$ cat config.mk
export PLATFORM = sky130hd
export DESIGN_NAME = pmic_interrupt_control_status
export DESIGN_NICKNAME = d
export VERILOG_FILES = /design/src/hdl/pmic_pkg.sv /design/src/hdl/pmic_interrupt_control_status.sv /design/src/hdl/pmic_lane_match.sv
export VERILOG_INCLUDE_DIRS = /design/src /design/src/hdl
export SDC_FILE = /design/constraint.sdc
export NUM_CORES = 1
export LEC_CHECK = 0
export ABC_AREA = 1
export ABC_CLOCK_PERIOD_IN_PS = 1100
export BUFFER_PORTS_ARGS = -buffer_cell sky130_fd_sc_hd__buf_2
export CAP_MARGIN = 5
export CELL_PAD_IN_SITES_DETAIL_PLACEMENT = 0
export CELL_PAD_IN_SITES_GLOBAL_PLACEMENT = 1
export CORE_AREA = 2 2 60 85
export DETAILED_ROUTE_END_ITERATION = 8
export DIE_AREA = 0 0 62 87
export PLACE_DENSITY_LB_ADDON = 0.15
export SLEW_MARGIN = 20
export SYNTH_ARGS = -nofsm -noshare
export SYNTH_HDL_FRONTEND = slang
export SYNTH_SLANG_ARGS = --single-unit
$ cat constraint.sdc
create_clock -name clk_sys -period 1.1 [get_ports clk_sys]
set_input_delay 0.11 -clock clk_sys [delete_from_list [all_inputs] [get_ports clk_sys]]
set_output_delay 0.11 -clock clk_sys [all_outputs]
set_load 0.005 [all_outputs]
$ cat src/hdl/pmic_params.svh
// Constants of the PCI-side interrupt control and status register
// Assumes the includer provides package/module scope for the types
// How it works
// - Summary bit ORs mailbox flags and gated addon
// - Disabled addon request never raises interrupt
// - Addon flag follows low addon interrupt input
// - Enabled active addon request drives INTA low
// - Selected incoming byte write sets incoming flag
// - Writing one clears incoming flag
// - Selected outgoing byte read sets outgoing flag
// - Writing one clears outgoing flag
// - Addon enable gates INTA only, not flag
// - Incoming enable lets selected write interrupt
// - Incoming select picks byte zero to three
// - Outgoing enable lets selected read interrupt
// - Outgoing select picks byte zero to three
// - Bits 11:10 and 3:2 read one
`ifndef PMIC_PARAMS_SVH
`define PMIC_PARAMS_SVH

`define PMIC_INTERRUPT_CONTROL_STATUS_OFFSET   8'h38
`define PMIC_INTERRUPT_CONTROL_STATUS_RESET    32'h00000C0C
`define PMIC_BIT_SUMMARY     23
`define PMIC_BIT_ADDON_FLAG  22
`define PMIC_BIT_IN_FLAG     17
`define PMIC_BIT_OUT_FLAG    16
`define PMIC_BIT_ADDON_EN    13
`define PMIC_BIT_IN_EN       12
`define PMIC_IN_SEL_HI       9
`define PMIC_IN_SEL_LO       8
`define PMIC_BIT_OUT_EN      4
`define PMIC_OUT_SEL_HI      1
`define PMIC_OUT_SEL_LO      0
`define PMIC_ONES_MASK       32'h00000C0C

`endif

$ cat src/hdl/pmic_pkg.sv
// Types shared by the interrupt control block
// Assumes pmic_params.svh is on the include path
package pmic_pkg;
    typedef logic [1:0] pmic_byte_sel_t;
    typedef logic [3:0] pmic_lane_t;
endpackage : pmic_pkg

$ cat src/hdl/pmic_interrupt_control_status.sv
// PCI interrupt control/status register and INTA request
// Assumes a single-cycle register port on clk_sys and synchronous add-on strobes
`timescale 1ns/1ps
`include "pmic_params.svh"
module pmic_interrupt_control_status
    import pmic_pkg::*;
(
    // Clock and reset
    input  wire logic        clk_sys,
    input  wire logic        rst_b,
    // PCI register port
    input  wire logic [7:0]  reg_addr,
    input  wire logic        reg_wr,
    input  wire logic [3:0]  reg_be,
    input  wire logic [31:0] reg_wdata,
    output logic      [31:0] reg_rdata,
    // Add-on side events
    input  wire pmic_lane_t  in_mbox_wr_lanes,
    input  wire pmic_lane_t  out_mbox_rd_lanes,
    input  wire logic        addon_irq_in_n,
    // PCI interrupt
    output wire logic        inta_n,
    output wire logic        inta_oe
);
    // ------------------------------------------------------------
    // Helper functions
    // ------------------------------------------------------------
    // Write strobe of one byte lane of the register
    function automatic logic lane_write(
        input logic           wr,
        input logic           hit,
        input pmic_lane_t     be,
        input pmic_byte_sel_t lane
    );
        lane_write = wr & hit & be[lane];
    endfunction : lane_write

    // Sticky flag; an event in the clearing cycle still sets it
    function automatic logic sticky_next(
        input logic ev,
        input logic flag,
        input logic clr
    );
        sticky_next = ev | (flag & ~clr);
    endfunction : sticky_next

    // One control bit: load on its lane write, else hold
    function automatic logic load_bit(
        input logic we,
        input logic d,
        input logic q
    );
        load_bit = we ? d : q;
    endfunction : load_bit

    // Byte select field: load on its lane write, else hold
    function automatic pmic_byte_sel_t load_sel(
        input logic           we,
        input pmic_byte_sel_t d,
        input pmic_byte_sel_t q
    );
        load_sel = we ? d : q;
    endfunction : load_sel

    // ------------------------------------------------------------
    // Register state
    // ------------------------------------------------------------
    logic                addon_en;
    logic                in_en;
    logic                out_en;
    pmic_byte_sel_t      in_sel;
    pmic_byte_sel_t      out_sel;
    logic                in_flag;
    logic                out_flag;
    logic                addon_flag;
    logic [31:0]         csr_view;

    // ------------------------------------------------------------
    // Decode nets
    // ------------------------------------------------------------
    wire logic           sel_reg;
    wire logic           wr_b0;
    wire logic           wr_b1;
    wire logic           wr_b2;
    wire logic           in_hit;
    wire logic           out_hit;
    wire logic           clr_in;
    wire logic           clr_out;
    wire logic           summary;
    wire logic           next_in_flag;
    wire logic           next_out_flag;
    wire logic           next_addon_flag;
    wire pmic_byte_sel_t next_out_sel;
    wire logic           next_out_en;
    wire pmic_byte_sel_t next_in_sel;
    wire logic           next_in_en;
    wire logic           next_addon_en;
    wire logic [31:0]    next_rdata;

    // ------------------------------------------------------------
    // Register select and byte lanes
    // ------------------------------------------------------------
    // Byte 3 has no storage, so writes to it vanish
    assign sel_reg = reg_addr == `PMIC_INTERRUPT_CONTROL_STATUS_OFFSET;
    assign wr_b0   = lane_write(reg_wr, sel_reg, reg_be, 2'h0);
    assign wr_b1   = lane_write(reg_wr, sel_reg, reg_be, 2'h1);
    assign wr_b2   = lane_write(reg_wr, sel_reg, reg_be, 2'h2);

    // ------------------------------------------------------------
    // Mailbox byte match
    // ------------------------------------------------------------
    pmic_lane_match u_in_match (
        .enable (in_en),
        .sel    (in_sel),
        .lanes  (in_mbox_wr_lanes),
        .hit    (in_hit)
    );

    pmic_lane_match u_out_match (
        .enable (out_en),
        .sel    (out_sel),
        .lanes  (out_mbox_rd_lanes),
        .hit    (out_hit)
    );

    // ------------------------------------------------------------
    // Sticky mailbox flags, set wins over clear
    // ------------------------------------------------------------
    assign clr_in        = wr_b2 & reg_wdata[`PMIC_BIT_IN_FLAG];
    assign clr_out       = wr_b2 & reg_wdata[`PMIC_BIT_OUT_FLAG];
    assign next_in_flag  = sticky_next(in_hit, in_flag, clr_in);
    assign next_out_flag = sticky_next(out_hit, out_flag, clr_out);

    always_ff @(posedge clk_sys) begin
        if (!rst_b) begin
            in_flag  <= 1'h0;
            out_flag <= 1'h0;
        end else begin
            in_flag  <= next_in_flag;
            out_flag <= next_out_flag;
        end
    end

    // ------------------------------------------------------------
    // Add-on request flag
    // ------------------------------------------------------------
    // Level copy of the pin, not write-one-clear; drops on release
    assign next_addon_flag = ~addon_irq_in_n;

    always_ff @(posedge clk_sys) begin
        if (!rst_b) begin
            addon_flag <= 1'h0;
        end else begin
            addon_flag <= next_addon_flag;
        end
    end

    // ------------------------------------------------------------
    // Control fields
    // ------------------------------------------------------------
    assign next_out_sel  = load_sel(wr_b0, reg_wdata[`PMIC_OUT_SEL_HI:`PMIC_OUT_SEL_LO], out_sel);
    assign next_out_en   = load_bit(wr_b0, reg_wdata[`PMIC_BIT_OUT_EN], out_en);
    assign next_in_sel   = load_sel(wr_b1, reg_wdata[`PMIC_IN_SEL_HI:`PMIC_IN_SEL_LO], in_sel);
    assign next_in_en    = load_bit(wr_b1, reg_wdata[`PMIC_BIT_IN_EN], in_en);
    assign next_addon_en = load_bit(wr_b1, reg_wdata[`PMIC_BIT_ADDON_EN], addon_en);

    always_ff @(posedge clk_sys) begin
        if (!rst_b) begin
            out_sel <= 2'h0;
            out_en  <= 1'h0;
        end else begin
            out_sel <= next_out_sel;
            out_en  <= next_out_en;
        end
    end

    always_ff @(posedge clk_sys) begin
        if (!rst_b) begin
            in_sel   <= 2'h0;
            in_en    <= 1'h0;
            addon_en <= 1'h0;
        end else begin
            in_sel   <= next_in_sel;
            in_en    <= next_in_en;
            addon_en <= next_addon_en;
        end
    end

    // ------------------------------------------------------------
    // Summary and INTA
    // ------------------------------------------------------------
    // Open-drain pin: enable is high only while pulling low
    assign summary = in_flag | out_flag | (addon_flag & addon_en);
    assign inta_n  = ~summary;
    assign inta_oe = summary;

    // ------------------------------------------------------------
    // Read view
    // ------------------------------------------------------------
    always_comb begin
        csr_view = `PMIC_ONES_MASK;
        csr_view[`PMIC_BIT_SUMMARY]    = summary;
        csr_view[`PMIC_BIT_ADDON_FLAG] = addon_flag;
        csr_view[`PMIC_BIT_IN_FLAG]    = in_flag;
        csr_view[`PMIC_BIT_OUT_FLAG]   = out_flag;
        csr_view[`PMIC_BIT_ADDON_EN]   = addon_en;
        csr_view[`PMIC_BIT_IN_EN]      = in_en;
        csr_view[`PMIC_IN_SEL_HI:`PMIC_IN_SEL_LO]   = in_sel;
        csr_view[`PMIC_BIT_OUT_EN]     = out_en;
        csr_view[`PMIC_OUT_SEL_HI:`PMIC_OUT_SEL_LO] = out_sel;
    end

    // Unmapped offsets read as zero
    assign next_rdata = sel_reg ? csr_view : 32'h00000000;

    always_ff @(posedge clk_sys) begin
        if (!rst_b) begin
            reg_rdata <= `PMIC_INTERRUPT_CONTROL_STATUS_RESET;
        end else begin
            reg_rdata <= next_rdata;
        end
    end
endmodule : pmic_interrupt_control_status

$ cat src/hdl/pmic_lane_match.sv
// Byte lane selector: hit when the selected lane is accessed with enable
// Assumes lane strobes are one-cycle pulses on clk_sys
`timescale 1ns/1ps
module pmic_lane_match
    import pmic_pkg::*;
(
    // Selection
    input  wire logic           enable,
    input  wire pmic_byte_sel_t sel,
    // Access
    input  wire pmic_lane_t     lanes,
    output wire logic           hit
);
    wire logic lane_bit;
    assign lane_bit = lanes[sel];
    assign hit      = enable & lane_bit;
endmodule : pmic_lane_match

==> flow_summary.html <==
<table>
<tr><th>Metric</th><th>Value</th></tr>
<tr><th colspan="2">Status</th></tr>
<tr><td>Run status</td><td>completed</td></tr>
<tr><th colspan="2">Route</th></tr>
<tr><td>Total detailed-routing wirelength</td><td>2140 um</td></tr>
<tr><td>Vias</td><td>937</td></tr>
<tr><td>Count of unresolved DRC violations after routing</td><td>0</td></tr>
<tr><td>Number of vias per cell after detailed routing</td><td>3.66</td></tr>
<tr><td>Wire length per cell</td><td>8.37 um</td></tr>
<tr><td>Initial drt markers</td><td>15</td></tr>
<tr><td>Number of iterations in the first detailed-routing pass</td><td>4</td></tr>
<tr><td>Post-detailed-route count of antenna-violating nets</td><td>0</td></tr>
<tr><th colspan="2">Floorplanning</th></tr>
<tr><td>Die boundary height</td><td>87 um</td></tr>
<tr><td>Site Rows</td><td>30</td></tr>
<tr><td>Starting density of the core</td><td>22.9%</td></tr>
<tr><td>Core area</td><td>0.00469 mm2</td></tr>
<tr><td>Area enclosed by the die boundary</td><td>0.00539 mm2</td></tr>
<tr><td>Overall die width</td><td>62 um</td></tr>
<tr><td>IO Count</td><td>90</td></tr>
<tr><th colspan="2">Worst setup path</th></tr>
<tr><td>Setup slack, reg-to-reg</td><td>0.19 ns</td></tr>
<tr><td>Path type of the worst setup path</td><td>reg -&gt; out</td></tr>
<tr><td>Worst r2r path cells</td><td>5</td></tr>
<tr><td>Worst endpoint required time</td><td>0.99 ns</td></tr>
<tr><td>Endpoint class of the critical path</td><td>primary output</td></tr>
<tr><td>Startpoint Class</td><td>register</td></tr>
<tr><td>Start of the worst register-to-register path</td><td>out_sel[0]</td></tr>
<tr><td>Highest net fanout along the worst path</td><td>3</td></tr>
<tr><td>FF-to-FF End</td><td>out_flag</td></tr>
<tr><td>Crit path arrival time</td><td>0.90 ns</td></tr>
<tr><th colspan="2">Logic synthesis</th></tr>
<tr><td>Count of distinct cell types in the synthesized netlist</td><td>19</td></tr>
<tr><td>Share of synthesized cell area in and, or, nand and nor gates</td><td>30.8%</td></tr>
<tr><td>Share of the synthesized area in compound gates (AO/OA/AOI/OAI)</td><td>3.96%</td></tr>
<tr><td>Synthesis-stage register bit count</td><td>22</td></tr>
<tr><td>Synthesized instance count</td><td>146</td></tr>
<tr><td>Most common flop cell mapped by yosys</td><td>dfxtp_1</td></tr>
<tr><td>Share of synthesized cell area in full adder, half adder and majority cells</td><td>0%</td></tr>
<tr><td>Sequential share of the synthesized area</td><td>41.0%</td></tr>
<tr><td>Number of enable flip-flop cells after synthesis</td><td>0</td></tr>
<tr><td>Post-Synth XOR/XNOR Area</td><td>0%</td></tr>
<tr><td>Mean instance size in the synthesized netlist</td><td>7.35 um2</td></tr>
<tr><td>Mux contribution to synthesized area</td><td>0%</td></tr>
<tr><td>Cell Area, Synth</td><td>0.00107 mm2</td></tr>
<tr><td>Combinational family with the most area after synthesis</td><td>simple AND/OR/NAND/NOR gates</td></tr>
<tr><td>Count of yosys warnings during synthesis</td><td>0</td></tr>
<tr><td>Post-synthesis async set-or-reset flop share</td><td>0%</td></tr>
<tr><th colspan="2">Min path</th></tr>
<tr><td>WHS Endpoint</td><td>reg_rdata[10]</td></tr>
<tr><td>Classification of the worst-slack hold path</td><td>in -&gt; reg</td></tr>
<tr><td>Startpoint of the tightest hold check path</td><td>rst_b</td></tr>
<tr><td>Hold path cells</td><td>2</td></tr>
<tr><th colspan="2">Flow run</th></tr>
<tr><td>Max-capacitance violation count</td><td>0</td></tr>
<tr><th colspan="2">Timing</th></tr>
<tr><td>Pins over their slew limit</td><td>0</td></tr>
<tr><td>Setup violations, final</td><td>0</td></tr>
<tr><td>Final Hold Violating Endpoints</td><td>0</td></tr>
<tr><td>Clock skew</td><td>0.00277 ns</td></tr>
<tr><td>RSZ-0062 raised after global routing</td><td>false</td></tr>
<tr><td>Fraction of the cycle the final worst path needs</td><td>91.9%</td></tr>
<tr><td>Final-layout setup total negative slack</td><td>0 ns</td></tr>
<tr><td>Post-route minimum period</td><td>1.01 ns</td></tr>
<tr><td>Highest achievable clock rate</td><td>990 MHz</td></tr>
<tr><th colspan="2">Place</th></tr>
<tr><td>Detail Placement HPWL</td><td>1880 um</td></tr>
<tr><td>Placement Cell Area</td><td>0.00128 mm2</td></tr>
<tr><td>Count of input and output buffers</td><td>48</td></tr>
<tr><td>Post-placement cell count</td><td>251</td></tr>
<tr><td>Weighted congestion reported at the end of routability-driven placement</td><td>0.676</td></tr>
<tr><th colspan="2">GRT</th></tr>
<tr><td>Pin count of the biggest net entering global routing</td><td>13</td></tr>
<tr><td>Global-route wire length before repair</td><td>3640 um</td></tr>
<tr><td>Initial antenna violation count</td><td>0</td></tr>
<tr><td>Total overflow reported by the global router</td><td>0</td></tr>
<tr><td>Overall routing resource usage</td><td>8.91%</td></tr>
<tr><td>Via count of the first global-routing pass</td><td>912</td></tr>
<tr><th colspan="2">Clock network</th></tr>
<tr><td>Root buffer selected by CTS</td><td>clkbuf_8</td></tr>
<tr><td>Clk_lat worst skew</td><td>0.26 ns</td></tr>
<tr><td>Inserted Clock Buffers</td><td>3</td></tr>
<tr><td>Register clock-pin slew on the reported worst setup and hold paths</td><td>0.08 ns</td></tr>
<tr><td>H-tree Lvls</td><td>1</td></tr>
<tr><td>Sinks on the clock net</td><td>22</td></tr>
<tr><td>Clock tree from TritonCTS</td><td>built</td></tr>
<tr><td>Number of buffers on the longest clock path</td><td>2</td></tr>
<tr><th colspan="2">Final layout</th></tr>
<tr><td>Post-layout util</td><td>28.9%</td></tr>
<tr><td>Nets@finish</td><td>249</td></tr>
<tr><td>Most used cells in the layout excluding fill and tap cells</td><td>buf_2, nor2_1, inv_1, dfxtp_1, conb_1</td></tr>
<tr><td>Fraction of final layout cells sized beyond drive strength 1</td><td>33.3%</td></tr>
<tr><td>Area of all placed cells without fillers</td><td>0.00136 mm2</td></tr>
<tr><td>Most common cell after layout, fill and taps aside</td><td>buf_2</td></tr>
<tr><td>Non-Filler Instances</td><td>256</td></tr>
<tr><td>Antenna Cells</td><td>0</td></tr>
<tr><td>Fill cells</td><td>539</td></tr>
<tr><td>P&amp;R area growth vs syn</td><td>26.2%</td></tr>
<tr><th colspan="2">Power</th></tr>
<tr><td>PD cells</td><td>1110 mW/mm2</td></tr>
<tr><td>Leakage power summed over all cells</td><td>0.667 nW</td></tr>
<tr><td>Worst vdd rail ir drop</td><td>0.415 mV</td></tr>
</table>
## worst max path at each step
stage	startpoint	endpoint	slack, ns	cells past startpoint
2_1_floorplan	in_sel[0]	in_flag	0.28	5
3_3_place_gp	reg_addr[2]	in_en	0.05	7
3_5_place_dp	reg_addr[2]	in_en	0.01	7
4_1_cts	addon_en	inta_n	0.01	4
5_1_grt	in_flag	inta_n	0.009	4
6_report	addon_en	inta_n	0.09	4
## state kept, by name, indices dropped and copies added (netlist names)
name	flops
reg_rdata	12
out_flag	1
addon_en	1
in_flag	1
out_sel	2
out_en	1
in_sel	2
in_en	1
addon_flag	1
## repair_timing
item	in CTS	in global routing
gates resized for setup	0	4
buffers inserted	0	0
hold buffers	1	0
endpoints found under the hold margin	1	0
endpoints found under the setup margin	0	2
## synth_stat cells, types with 3 or more instances
cell | number | area [um2]
nor2_1 | 34 | 128
nor2_4 | 3 | 33.8
nand2_1 | 15 | 56.3
buf_4 | 20 | 150
o21ai_0 | 4 | 20.0
dfxtp_1 | 22 | 440
inv_1 | 23 | 86.3
nand4_1 | 9 | 56.3
## area by class of cell
class | count | area, um2 | share of cell area, %
clock buffer | 4 | 55.1 | 4.06
inverter | 23 | 86.3 | 6.37
multi-input combinational | 94 | 442 | 32.6
sequential | 22 | 442 | 32.6
tap | 64 | 80.1 | 5.91
timing repair buffer | 49 | 250 | 18.5
## worst max-delay path: stages, from the launching register on
cell,delay [ns]
dfxtp_2,0.33
nand2_1,0.07
nand3_2,0.07
inv_1,0.07
buf_2,0.11
## per-stage QoR
step	hold WS (ns)	worst slack, ns	total power (W)
detailed placement	0.278	0.0118	0.000956
global placement	0.280	0.0483	0.000953
CTS	0.138	0.0138	0.00153
global route	0.159	0.00925	0.00158
finish	0.144	0.0895	0.00150
floorplan	0.182	0.282	0.000932
## metal layers
layer	track usage [%]	up-vias	part of all wire, %
li1	-	498	-
met5	0	-	0
met2	15.4	40	52
met3	2.08	2	9.5
met1	9.28	397	37
met4	5.22	0	1.4
## cell families after synthesis
| group | Yosys count |
|---|---|
| compound gates | 8 |
| buf+inv | 46 |
| flops | 22 |
| other cells | 1 |
| simple gates | 69 |
## report_power, final
part | internal [W] | switching, W
clock network | 0.000318 | 0.000245
registers | 0.000800 | 0.00000236
logic | 0.0000614 | 0.0000747
(Power assumes the default switching activity.)
